===== config.mk =====
export PLATFORM = sky130hd
export DESIGN_NAME = wakeup_regs
export DESIGN_NICKNAME = d
export VERILOG_FILES = /design/src/wake_pkg.sv /design/src/sticky_flags.sv /design/src/wakeup_regs.sv
export SDC_FILE = /design/constraint.sdc
export NUM_CORES = 1
export LEC_CHECK = 0
export BUFFER_PORTS_ARGS = -buffer_cell sky130_fd_sc_hd__clkbuf_2
export CAP_MARGIN = 5
export CORE_MARGIN = 2
export CORE_UTILIZATION = 45
export DETAILED_ROUTE_END_ITERATION = 7
export GPL_TIMING_DRIVEN = 0
export PLACE_DENSITY_LB_ADDON = 0.25
export SLEW_MARGIN = 20
export SYNTH_ARGS = -nofsm -noshare
export SYNTH_HDL_FRONTEND = slang
export SYNTH_SLANG_ARGS = --single-unit

===== constraint.sdc =====
create_clock -name clk_i -period 2.2 [get_ports clk_i]
set_input_delay 0.33 -clock clk_i [delete_from_list [all_inputs] [get_ports clk_i]]
set_output_delay 0.33 -clock clk_i [all_outputs]
set_load 0.02 [all_outputs]

===== src/wake_pkg.sv =====
// Purpose: Shared constants and types for the wakeup control and filter enable bank
// Assumes: Avalon-MM byte addresses, 32-bit data, one register per aligned word
// Notes: Match layout mirrors bits 7:0 and 19:16 of the filter enable register; bit 15 is not recorded
package wake_pkg;

  // Register byte offsets
  localparam logic [15:0] WAKEUP_CONTROL_OFS = 16'h5800;
  localparam logic [15:0] WAKEUP_FILTER_EN_OFS = 16'h5808;
  localparam logic [15:0] WAKE_MATCH_STATUS_OFS = 16'h5810;
  localparam logic [15:0] IRQ_STATUS_OFS = 16'h5818;
  localparam logic [15:0] IRQ_MASK_OFS = 16'h581C;

  // Wakeup control bit positions
  localparam int WUC_ADV_WAKE_BIT = 0;
  localparam int WUC_POWER_EVENT_ENABLE_ALIAS_BIT = 1;
  localparam int WUC_POWER_EVENT_STATUS_ALIAS_BIT = 2;
  localparam int WUC_SIGNAL_BIT = 3;

  // Nonvolatile configuration word bit that seeds the wakeup enable
  localparam int NV_ADV_WAKE_BIT = 10;

  // Filter enable layout
  localparam int FLT_PREDEF_LSB = 0;
  localparam int FLT_PREDEF_MSB = 7;
  localparam int FLT_IGNORE_MGMT_BIT = 15;
  localparam int FLT_FLEX_LSB = 16;
  localparam int FLT_FLEX_MSB = 19;
  localparam logic [31:0] FILTER_EN_WRITE_MASK = 32'h000F_80FF;
  localparam logic [31:0] FILTER_EN_RESET = 32'h0000_0000;

  // Widths
  localparam int MATCH_W = 12;
  localparam int IRQ_W = 2;

  // Interrupt status bits
  localparam int IRQ_WAKE_BIT = 0;
  localparam int IRQ_APM_WAKE_BIT = 1;

  typedef struct packed {
    logic signal_on_adv_wake;
    logic power_event_status_alias;
    logic power_event_enable_alias;
    logic adv_power_wake_en;
  } wuc_s;

  typedef struct packed {
    logic [3:0] flexible;
    logic ipv6;
    logic ipv4;
    logic arp;
    logic broadcast;
    logic hashed_group;
    logic directed_unicast;
    logic wake_frame;
    logic link_change;
  } match_s;

  typedef struct packed {
    logic valid;
    logic mgmt_traffic;
    match_s hit;
  } rx_frame_s;

endpackage


===== src/sticky_flags.sv =====
// Purpose: Bank of sticky flags, set by hardware events, cleared by writing ones
// Assumes: Set, clear and wipe are synchronous to clk_i
// Notes: A set in the same cycle as a clear leaves the flag set
module sticky_flags #(
  parameter int W = 1
) (
  // Clock and reset
  input wire logic clk_i,
  input wire logic nrst_i,
  // Control
  input wire logic wipe_i,
  input wire logic [W-1:0] set_i,
  input wire logic [W-1:0] w1c_i,
  // State
  output logic [W-1:0] flags_o
);

  genvar g;
  generate
    for (g = 0; g < W; g++) begin : g_flag
      always_ff @(posedge clk_i) begin
        if (!nrst_i || wipe_i) begin
          flags_o[g] <= 1'b0;
        end else if (set_i[g]) begin
          flags_o[g] <= 1'b1;
        end else if (w1c_i[g]) begin
          flags_o[g] <= 1'b0;
        end
      end
    end
  endgenerate

endmodule


===== src/wakeup_regs.sv =====
// Purpose: Wakeup control and wakeup filter enable registers with power event logic
// Assumes: All inputs synchronous to clk_i; filter matching is done upstream
// Notes: Power event pin is open drain, driven low while pme_oe_o is high
//
// Design decision made here: the Avalon-MM interface to the registers.
module wakeup_regs (
  // Clock and reset
  input wire logic clk_i,
  input wire logic nrst_i,
  // Power and host reset
  input wire logic lan_power_ok_i,
  input wire logic aux_power_i,
  input wire logic host_reset_n_i,
  // Nonvolatile configuration load
  input wire logic nv_load_i,
  input wire logic [15:0] nv_word_i,
  input wire logic nv_signal_on_adv_wake_i,
  // Configuration space power management side
  input wire logic cfg_power_event_enable_alias_wr_i,
  input wire logic cfg_power_event_enable_alias_i,
  input wire logic cfg_power_event_status_alias_clr_i,
  output logic power_event_enable_o,
  output logic power_event_status_o,
  // Receive match report
  input wire wake_pkg::rx_frame_s rx_frame_i,
  // Power event pin
  output logic pme_n_o,
  output logic pme_oe_o,
  // Interrupt
  output logic irq_o,
  // Avalon-MM slave
  input wire logic [15:0] address_i,
  input wire logic read_i,
  input wire logic write_i,
  input wire logic [31:0] writedata_i,
  input wire logic [3:0] byteenable_i,
  output logic [31:0] readdata_o,
  output logic waitrequest_o
);

  // Bus state
  logic done_reg;
  logic [31:0] readdata_reg;

  // Register state
  wake_pkg::wuc_s wuc_reg;
  wake_pkg::wuc_s wuc_next;
  logic [31:0] filter_reg;
  logic [31:0] filter_next;
  logic apm_latch_reg;
  logic apm_latch_next;
  logic pme_drive_reg;
  logic irq_reg;
  logic host_reset_n_reg;
  logic [wake_pkg::IRQ_W-1:0] irq_mask_reg;

  // Bus decode
  wire logic req = read_i | write_i;
  wire logic wr_fire = write_i & done_reg;
  logic [31:0] be_mask;
  genvar gb;
  generate
    for (gb = 0; gb < 4; gb++) begin : g_byte_lane
      assign be_mask[gb*8 +: 8] = {8{byteenable_i[gb]}};
    end
  endgenerate
  wire logic [31:0] wr_ones = writedata_i & be_mask;
  wire logic sel_wuc = address_i == wake_pkg::WAKEUP_CONTROL_OFS;
  wire logic sel_filter = address_i == wake_pkg::WAKEUP_FILTER_EN_OFS;
  wire logic sel_match = address_i == wake_pkg::WAKE_MATCH_STATUS_OFS;
  wire logic sel_irq = address_i == wake_pkg::IRQ_STATUS_OFS;
  wire logic sel_mask = address_i == wake_pkg::IRQ_MASK_OFS;
  wire logic wr_wuc = wr_fire & sel_wuc;
  wire logic wr_filter = wr_fire & sel_filter;
  wire logic wr_match = wr_fire & sel_match;
  wire logic wr_irq = wr_fire & sel_irq;
  wire logic wr_mask = wr_fire & sel_mask;
  // Control and mask fields all live in byte lane 0
  wire logic wuc_low_wr = wr_wuc & byteenable_i[0];
  wire logic mask_low_wr = wr_mask & byteenable_i[0];

  // Clearing conditions
  wire logic host_reset_rise = host_reset_n_i & ~host_reset_n_reg;
  wire logic power_wipe = ~lan_power_ok_i;
  wire logic wake_wipe = power_wipe | (~aux_power_i & host_reset_rise);

  // Match qualification
  wire logic mgmt_blocked = rx_frame_i.mgmt_traffic &
                            filter_reg[wake_pkg::FLT_IGNORE_MGMT_BIT];
  wire logic frame_ok = rx_frame_i.valid & ~mgmt_blocked;
  wire logic [wake_pkg::MATCH_W-1:0] raw_hit = rx_frame_i.hit;
  wire logic [wake_pkg::MATCH_W-1:0] en_mask = {
    filter_reg[wake_pkg::FLT_FLEX_MSB:wake_pkg::FLT_FLEX_LSB],
    filter_reg[wake_pkg::FLT_PREDEF_MSB:wake_pkg::FLT_PREDEF_LSB]
  };
  wire logic [wake_pkg::MATCH_W-1:0] enabled_hits =
    raw_hit & en_mask & {wake_pkg::MATCH_W{frame_ok}};
  wire logic filter_wake = |enabled_hits;
  wire logic apm_wake = frame_ok & rx_frame_i.hit.wake_frame &
                        wuc_reg.adv_power_wake_en &
                        wuc_reg.signal_on_adv_wake;
  wire logic wake_event = filter_wake | apm_wake;

  // Event status clear sources
  wire logic status_w1c = wr_wuc & wr_ones[wake_pkg::WUC_POWER_EVENT_STATUS_ALIAS_BIT];
  wire logic status_clr = status_w1c | cfg_power_event_status_alias_clr_i;

  // Sticky flag instances
  logic [wake_pkg::MATCH_W-1:0] match_flags;
  logic [wake_pkg::IRQ_W-1:0] irq_flags;
  wire logic [wake_pkg::MATCH_W-1:0] match_w1c = {
    wr_ones[wake_pkg::FLT_FLEX_MSB:wake_pkg::FLT_FLEX_LSB],
    wr_ones[wake_pkg::FLT_PREDEF_MSB:wake_pkg::FLT_PREDEF_LSB]
  } & {wake_pkg::MATCH_W{wr_match}};
  wire logic [wake_pkg::IRQ_W-1:0] irq_set = {apm_wake, wake_event};
  wire logic [wake_pkg::IRQ_W-1:0] irq_w1c =
    wr_ones[wake_pkg::IRQ_W-1:0] & {wake_pkg::IRQ_W{wr_irq}};

  // Records survive host reset, only loss of LAN power wipes them
  sticky_flags #(
    .W(wake_pkg::MATCH_W)
  ) u_match_flags (
    .clk_i(clk_i),
    .nrst_i(nrst_i),
    .wipe_i(power_wipe),
    .set_i(enabled_hits),
    .w1c_i(match_w1c),
    .flags_o(match_flags)
  );

  sticky_flags #(
    .W(wake_pkg::IRQ_W)
  ) u_irq_flags (
    .clk_i(clk_i),
    .nrst_i(nrst_i),
    .wipe_i(1'b0),
    .set_i(irq_set),
    .w1c_i(irq_w1c),
    .flags_o(irq_flags)
  );

  // Wakeup control next value
  always_comb begin
    wuc_next = wuc_reg;
    apm_latch_next = apm_latch_reg;
    if (wake_wipe) begin
      wuc_next = '0;
      apm_latch_next = 1'b0;
    end else begin
      if (nv_load_i) begin
        wuc_next.adv_power_wake_en = nv_word_i[wake_pkg::NV_ADV_WAKE_BIT];
        wuc_next.signal_on_adv_wake = nv_signal_on_adv_wake_i;
      end
      if (wuc_low_wr) begin
        wuc_next.adv_power_wake_en = writedata_i[wake_pkg::WUC_ADV_WAKE_BIT];
        wuc_next.signal_on_adv_wake = writedata_i[wake_pkg::WUC_SIGNAL_BIT];
        wuc_next.power_event_enable_alias = writedata_i[wake_pkg::WUC_POWER_EVENT_ENABLE_ALIAS_BIT];
      end
      // Config space write lands after the bus write when both collide
      if (cfg_power_event_enable_alias_wr_i) begin
        wuc_next.power_event_enable_alias = cfg_power_event_enable_alias_i;
      end
      if (status_clr) begin
        wuc_next.power_event_status_alias = 1'b0;
        apm_latch_next = 1'b0;
      end
      // A wakeup in the clearing cycle must not be lost
      if (wake_event) begin
        wuc_next.power_event_status_alias = 1'b1;
      end
      if (apm_wake) begin
        apm_latch_next = 1'b1;
      end
    end
  end

  // Filter enable next value
  always_comb begin
    filter_next = filter_reg;
    if (wake_wipe) begin
      filter_next = wake_pkg::FILTER_EN_RESET;
    end else if (wr_filter) begin
      // Reserved bits are not stored, so stray ones read back as zero
      filter_next = ((filter_reg & ~be_mask) | wr_ones) &
                    wake_pkg::FILTER_EN_WRITE_MASK;
    end
  end

  // Register update
  always_ff @(posedge clk_i) begin
    if (!nrst_i) begin
      wuc_reg <= '0;
    end else begin
      wuc_reg <= wuc_next;
    end
  end

  always_ff @(posedge clk_i) begin
    if (!nrst_i) begin
      filter_reg <= wake_pkg::FILTER_EN_RESET;
    end else begin
      filter_reg <= filter_next;
    end
  end

  // Lets the advanced wake path drive the pin with the event enable off
  always_ff @(posedge clk_i) begin
    if (!nrst_i) begin
      apm_latch_reg <= 1'b0;
    end else begin
      apm_latch_reg <= apm_latch_next;
    end
  end

  // Host reset edge tracking
  always_ff @(posedge clk_i) begin
    if (!nrst_i) begin
      host_reset_n_reg <= 1'b1;
    end else begin
      host_reset_n_reg <= host_reset_n_i;
    end
  end

  // Interrupt mask
  always_ff @(posedge clk_i) begin
    if (!nrst_i) begin
      irq_mask_reg <= '0;
    end else if (mask_low_wr) begin
      irq_mask_reg <= writedata_i[wake_pkg::IRQ_W-1:0];
    end
  end

  // Pin driven only with a pending event that is allowed to signal
  wire logic pme_drive_next = wuc_next.power_event_status_alias &
    (wuc_next.power_event_enable_alias | apm_latch_next);

  always_ff @(posedge clk_i) begin
    if (!nrst_i) begin
      pme_drive_reg <= 1'b0;
    end else begin
      pme_drive_reg <= pme_drive_next;
    end
  end

  // Interrupt level lags the flags by one cycle to keep the pin glitch free
  always_ff @(posedge clk_i) begin
    if (!nrst_i) begin
      irq_reg <= 1'b0;
    end else begin
      irq_reg <= |(irq_flags & irq_mask_reg);
    end
  end

  // Read mux
  wire logic [31:0] wuc_rd = {28'h000_0000, wuc_reg};
  wire logic [31:0] match_rd = {12'h000, match_flags[wake_pkg::MATCH_W-1:8],
                                8'h00, match_flags[7:0]};
  wire logic [31:0] irq_rd = {30'h0000_0000, irq_flags};
  wire logic [31:0] mask_rd = {30'h0000_0000, irq_mask_reg};
  wire logic [31:0] rd_value = sel_wuc ? wuc_rd :
                               sel_filter ? filter_reg :
                               sel_match ? match_rd :
                               sel_irq ? irq_rd :
                               sel_mask ? mask_rd :
                               32'h0000_0000;

  // One wait cycle per access; unmapped reads return zero, writes vanish
  always_ff @(posedge clk_i) begin
    if (!nrst_i) begin
      done_reg <= 1'b0;
    end else begin
      done_reg <= req & ~done_reg;
    end
  end

  // Captured in the wait cycle so the data stand when waitrequest drops
  always_ff @(posedge clk_i) begin
    if (!nrst_i) begin
      readdata_reg <= 32'h0000_0000;
    end else if (read_i && !done_reg) begin
      readdata_reg <= rd_value;
    end
  end

  assign waitrequest_o = req & ~done_reg;
  assign readdata_o = readdata_reg;
  assign power_event_enable_o = wuc_reg.power_event_enable_alias;
  assign power_event_status_o = wuc_reg.power_event_status_alias;
  assign pme_n_o = 1'b0;
  assign pme_oe_o = pme_drive_reg;
  assign irq_o = irq_reg;

endmodule


# Word level (Yosys, flattened, before mapping)
# Index checks and enable logic that the tools add are counted.
[op_classes]
eq_ne = 5
n_mux = 44
bitwise_logic = 38
reduce_logical = 22
[ops]
columns = ["operator", "n"]
rows = [
  ["16-bit by 15-bit == test with 1-bit output, second input constant", 5],
  ["20-bit two-way mux", 3],
  ["20-bit bitwise AND", 2],
  ["1-bit two-way mux", 37],
  ["12-bit bitwise AND", 3],
  ["2-bit nonzero test", 15],
  ["20-bit inverter", 1],
  ["20-bit OR", 1],
  ["1-bit bitwise AND", 18],
  ["12-bit OR reduction", 1],
  ["2-bit two-way mux", 3],
  ["1-bit inverter", 6],
  ["1-bit OR", 5],
  ["2-bit bitwise AND", 2],
  ["2-bit OR reduction", 2],
  ["3-bit two-way mux", 1],
  ["1-bit zero test", 2],
  ["1-bit logical AND", 1],
  ["1-bit logical OR", 1],
]
[totals]
ff_bits = 70
inputBits = 94
out_inout_bits = 38
elab_cells = 135

# Depth between registers and ports, before layout
[logic_depth]
ltp_word = 11
ltp_mapped = 7
depth_no_buf = 5

# Hierarchy
# From an unflattened synthesis, not the netlist that was laid out.
[hier_totals]
hier_cells = 339
area_unflattened_um2 = 2700.1
[by_module_without_submodules]
columns = ["module", "instances", "cells_per_inst", "area_each_um2", "seq_area_each_um2"]
rows = [
  ["wakeup_regs", 1, 280, 2140.8, 740.7],
  ["sticky_flags at u_match_flags", 1, 50, 483.0, 240.2],
  ["sticky_flags at u_irq_flags", 1, 9, 76.3, 40.0],
]

# Worst setup path before layout
# OpenSTA, ideal clock, no wires.
[synth_timing]
path_kind = "input -> register"
from = "input address_i[2]"
to = "register (tool-made name)"
setup_ps = 136
t_arrival_ps = 1648
t_required_ps = 2064
setup_slack_ps = 416
stages = 5
path_buffers = 1
cell_sequence = "buf_6 or4_4 nor3_4 mux2i_1 nor2_2"
[synth_rtl]
columns = ["item", "line", "source"]
rows = [
  ["start, declared", "wakeup_regs.sv:32", "input wire logic [15:0] address_i,"],
]

==> run metrics <==
switching share of power=26.0%; hold-fix buffer count after cts=0; Ant. Diodes=0; Worst path max stage delay=0.81 ns; share of synthesized area occupied by flip-flops and latches=40.2%; final slew viol count=0; warning count from the yosys run=0; total area of sequential cells=1020 µm²; synthesis-to-layout area growth=25.7%; share of cells above drive strength 1=31.2%; number of routed nets with antenna violations=0; power share of the sequential group=50.8%; mean area per synthesized cell=8.58 µm²; type of destination of the critical path=flip-flop; maximum buffer depth of the clock tree=2; critical path's slowest cell=sky130_fd_sc_hd__o311ai_2; share of flip-flops with an asynchronous set or reset=0%; DR vias/cell=5.34; busiest metal layer after global routing=met2; gp weighted congestion=0.904; Die ar.=6260 µm²; chain of cells forming the critical path=o311ai_2 > clkbuf_1 > nor2_1; global-route met3 utilization=4.43%; length of the first detailed-routing pass in iterations=5; source-to-sink clock delay at the later pin of the worst-skew pair=0.31 ns; netlist area before placement=2540 µm²; sum of negative setup slack=0 ns; CP arrival=2.22 ns; deepest level of the CTS H-tree=2; Req. time, crit path=2.38 ns; internal cell power=1.37 mW; footprint of the multi-input gates=1370 µm²; crit start category=flip-flop; Gate power share=12.2%; TritonCTS buffer count=5; number of antenna violations at the first check in global routing=0; I/O Pins=132; first-pass GRT wire length=11.0 mm; met1 track demand over resource=30.3%; Finished Layout Cells=470; power per cell area=578 nW/µm²; number of synthesized flops with an enable pin=0; final setup skew=0.00430 ns; final HPWL from detailed placement=5.28 mm; FMAX=491 MHz; Core Box Area=5470 µm²; Netlist cell types=44; effective utilization at floorplan=46.4%; Sw Pwr=479 µW; max-cap viol count=0; routed wire length per instance=14.7 µm; WL final=6.93 mm; RSZ-0062 raised after global routing=no; status=finished clean; gate count after technology mapping=296; global routing met2 resource utilization=35.8%; die boundary height=79.1 µm; critical path class=reg2reg; clock root buffer master=sky130_fd_sc_hd__clkbuf_8; ys flop type=sky130_fd_sc_hd__dfxtp_1; count of unresolved DRC violations after routing=0; flop2flop setup slack=0.16 ns; family of cells with the greatest summed delay on the critical path=compound AO/OA/AOI/OAI gates; hold wc startpoint=host_reset_n_i; clock transition at the registers of the reported paths=0.10 ns; final critical-path share of the clock period=92.5%; clock tree from TritonCTS=built; number of setup violations in the final report=0; slew at the pin with the worst max-slew slack=0.929 ns; width of the die=79.1 µm; Via Count=2511; total routing resource utilization after global routing=22.4%; launch point of the critical path=host_reset_n_reg; Post-CTS Repair Setup Buffers=0; number of synthesized register bits=51; Rel. slew slack=38.0%; peak supply drop=0.288 mV; worst min-delay path class=in2reg; final-stage net count=491; count of port buffers added during placement=75; pin count of the biggest net entering global routing=18; vias in the first global route=2239; instance count after placement with tap cells included=462; number of filler instances in the final layout=533; drt first-iter violations=136; part of the power in the clock network=37.0%; Max FO, Critical Path=10; clk sinks=51; global-route congestion overflow total=0; post-layout total power=1.84 mW; launching point of the worst reg2reg path=host_reset_n_reg; row cnt=27; Resize count post-CTS=0; Leakage Power=1.29 nW; Crit path buffers/inverters=1; final hold violation count=0; final period demand of the worst path=2.04 ns
[path summary, 6_finish.rpt]
path	end	cells past startpoint
worst max-delay path	flip-flop	3
worst min-delay path	host_reset_n_reg	3
worst min register to register	readdata_o[16]	2
worst max register to register	flip-flop	3
[layout make-up]
type | instances | area share (%)
Timing Repair Buffer | 75 | 11.8
Clock buffer | 5 | 2.16
Clock inverter | 3 | 1.45
Tap cell | 72 | 2.82
Inverter | 2 | 0.235
Sequential cell | 51 | 32.0
Buffer | 34 | 6.70
Multi-Input combinational cell | 228 | 42.9
[cell usage after synthesis, types with 2 or more instances]
cell	count	share of area, %
sky130_fd_sc_hd__dfxtp_1	51	40
sky130_fd_sc_hd__nand2_1	31	4.6
sky130_fd_sc_hd__nand3_1	21	4.1
sky130_fd_sc_hd__buf_4	20	5.9
sky130_fd_sc_hd__mux2i_1	17	6.7
sky130_fd_sc_hd__a21oi_1	16	3.2
sky130_fd_sc_hd__a22oi_1	16	4.7
sky130_fd_sc_hd__o21ai_0	15	3.0
sky130_fd_sc_hd__nor2_1	13	1.9
sky130_fd_sc_hd__o21ai_1	11	2.2
sky130_fd_sc_hd__clkbuf_1	9	1.3
sky130_fd_sc_hd__nor2_2	8	2.0
sky130_fd_sc_hd__nand4_1	5	1.2
sky130_fd_sc_hd__nor2b_1	5	1.2
sky130_fd_sc_hd__and3_1	4	0.99
sky130_fd_sc_hd__and4_1	4	1.4
sky130_fd_sc_hd__nor3_1	4	0.79
sky130_fd_sc_hd__a21boi_0	3	0.89
sky130_fd_sc_hd__and2_1	3	0.74
sky130_fd_sc_hd__buf_2	3	0.59
sky130_fd_sc_hd__nor4_1	3	0.74
sky130_fd_sc_hd__o21a_1	3	0.89
sky130_fd_sc_hd__a211oi_1	2	0.59
sky130_fd_sc_hd__a31o_2	2	0.69
sky130_fd_sc_hd__a31oi_1	2	0.49
sky130_fd_sc_hd__inv_1	2	0.30
sky130_fd_sc_hd__mux2_2	2	0.89
sky130_fd_sc_hd__nand2b_1	2	0.49
sky130_fd_sc_hd__nand3b_1	2	0.59
sky130_fd_sc_hd__o211ai_1	2	0.59
sky130_fd_sc_hd__o221ai_1	2	0.69
[worst min-delay path, stage by stage]
cell	delay [ns]
sky130_fd_sc_hd__clkbuf_2	0.07
sky130_fd_sc_hd__inv_1	0.04
sky130_fd_sc_hd__nand2_1	0.04
[layer usage]
metal,vias up,routed length (µm)
li1,1235,-
met1,1156,3030
met2,111,3250
met3,9,545
met4,0,99
met5,-,0
[power by group through the flow]
stage	logic [mW]	clock network (mW)	registers (mW)
6_report	0.226	0.682	0.937
5_1_grt	0.244	0.736	0.938
4_1_cts	0.223	0.690	0.936
3_5_place_dp	0.223	0	0.958
3_3_place_gp	0.222	0	0.957
2_1_floorplan	0.125	0	0.960
[through the flow]
step | cell area, µm² | hold WS (ns) | util, % | setup WS [ns]
after CTS | 3190 | 0.202 | 58.3 | 0.182
after floorplan | 2610 | 0.436 | - | 0.416
after detailed placement | 3080 | 0.443 | 56.2 | 0.0189
after global placement | 3080 | 0.439 | 56.2 | 0.0447
after global routing | 3190 | 0.233 | 58.3 | 0.0773
final | 3190 | 0.203 | 58.3 | 0.164
[cells in the final DEF, fill, tap and decap left out, types with 3 or more instances in the layout]
cell | synthesis | final
sky130_fd_sc_hd__o21ai_1 | 11 | 11
sky130_fd_sc_hd__nor2_1 | 13 | 13
sky130_fd_sc_hd__and4_1 | 4 | 4
sky130_fd_sc_hd__nor4_1 | 3 | 3
sky130_fd_sc_hd__and2_1 | 3 | 3
sky130_fd_sc_hd__nor2_2 | 8 | 8
sky130_fd_sc_hd__a21oi_1 | 16 | 16
sky130_fd_sc_hd__nor3_1 | 4 | 4
sky130_fd_sc_hd__a21boi_0 | 3 | 3
sky130_fd_sc_hd__nand2_1 | 31 | 31
sky130_fd_sc_hd__a22oi_1 | 16 | 16
sky130_fd_sc_hd__o21ai_0 | 15 | 15
sky130_fd_sc_hd__and3_1 | 4 | 4
sky130_fd_sc_hd__clkbuf_2 | 0 | 75
sky130_fd_sc_hd__clkbuf_8 | 0 | 5
sky130_fd_sc_hd__clkbuf_1 | 9 | 9
sky130_fd_sc_hd__nor2b_1 | 5 | 5
sky130_fd_sc_hd__buf_4 | 20 | 20
sky130_fd_sc_hd__nand3_1 | 21 | 21
sky130_fd_sc_hd__conb_1 | 1 | 20
sky130_fd_sc_hd__o21a_1 | 3 | 3
sky130_fd_sc_hd__dfxtp_1 | 51 | 51
sky130_fd_sc_hd__mux2i_1 | 17 | 17
sky130_fd_sc_hd__nand4_1 | 5 | 5
sky130_fd_sc_hd__buf_2 | 3 | 3
[logic make-up (layout without fill, tap and decap cells)]
group	after synthesis	count (layout)	share of synthesized area, %
simple gates	111	111	24.0
buf+inv	36	119	8.72
other cells	1	20	0.148
compound gates	78	78	19.3
flops	51	51	40.2
mux	19	19	7.59
Note: power is estimated with default switching activity, not from simulation.
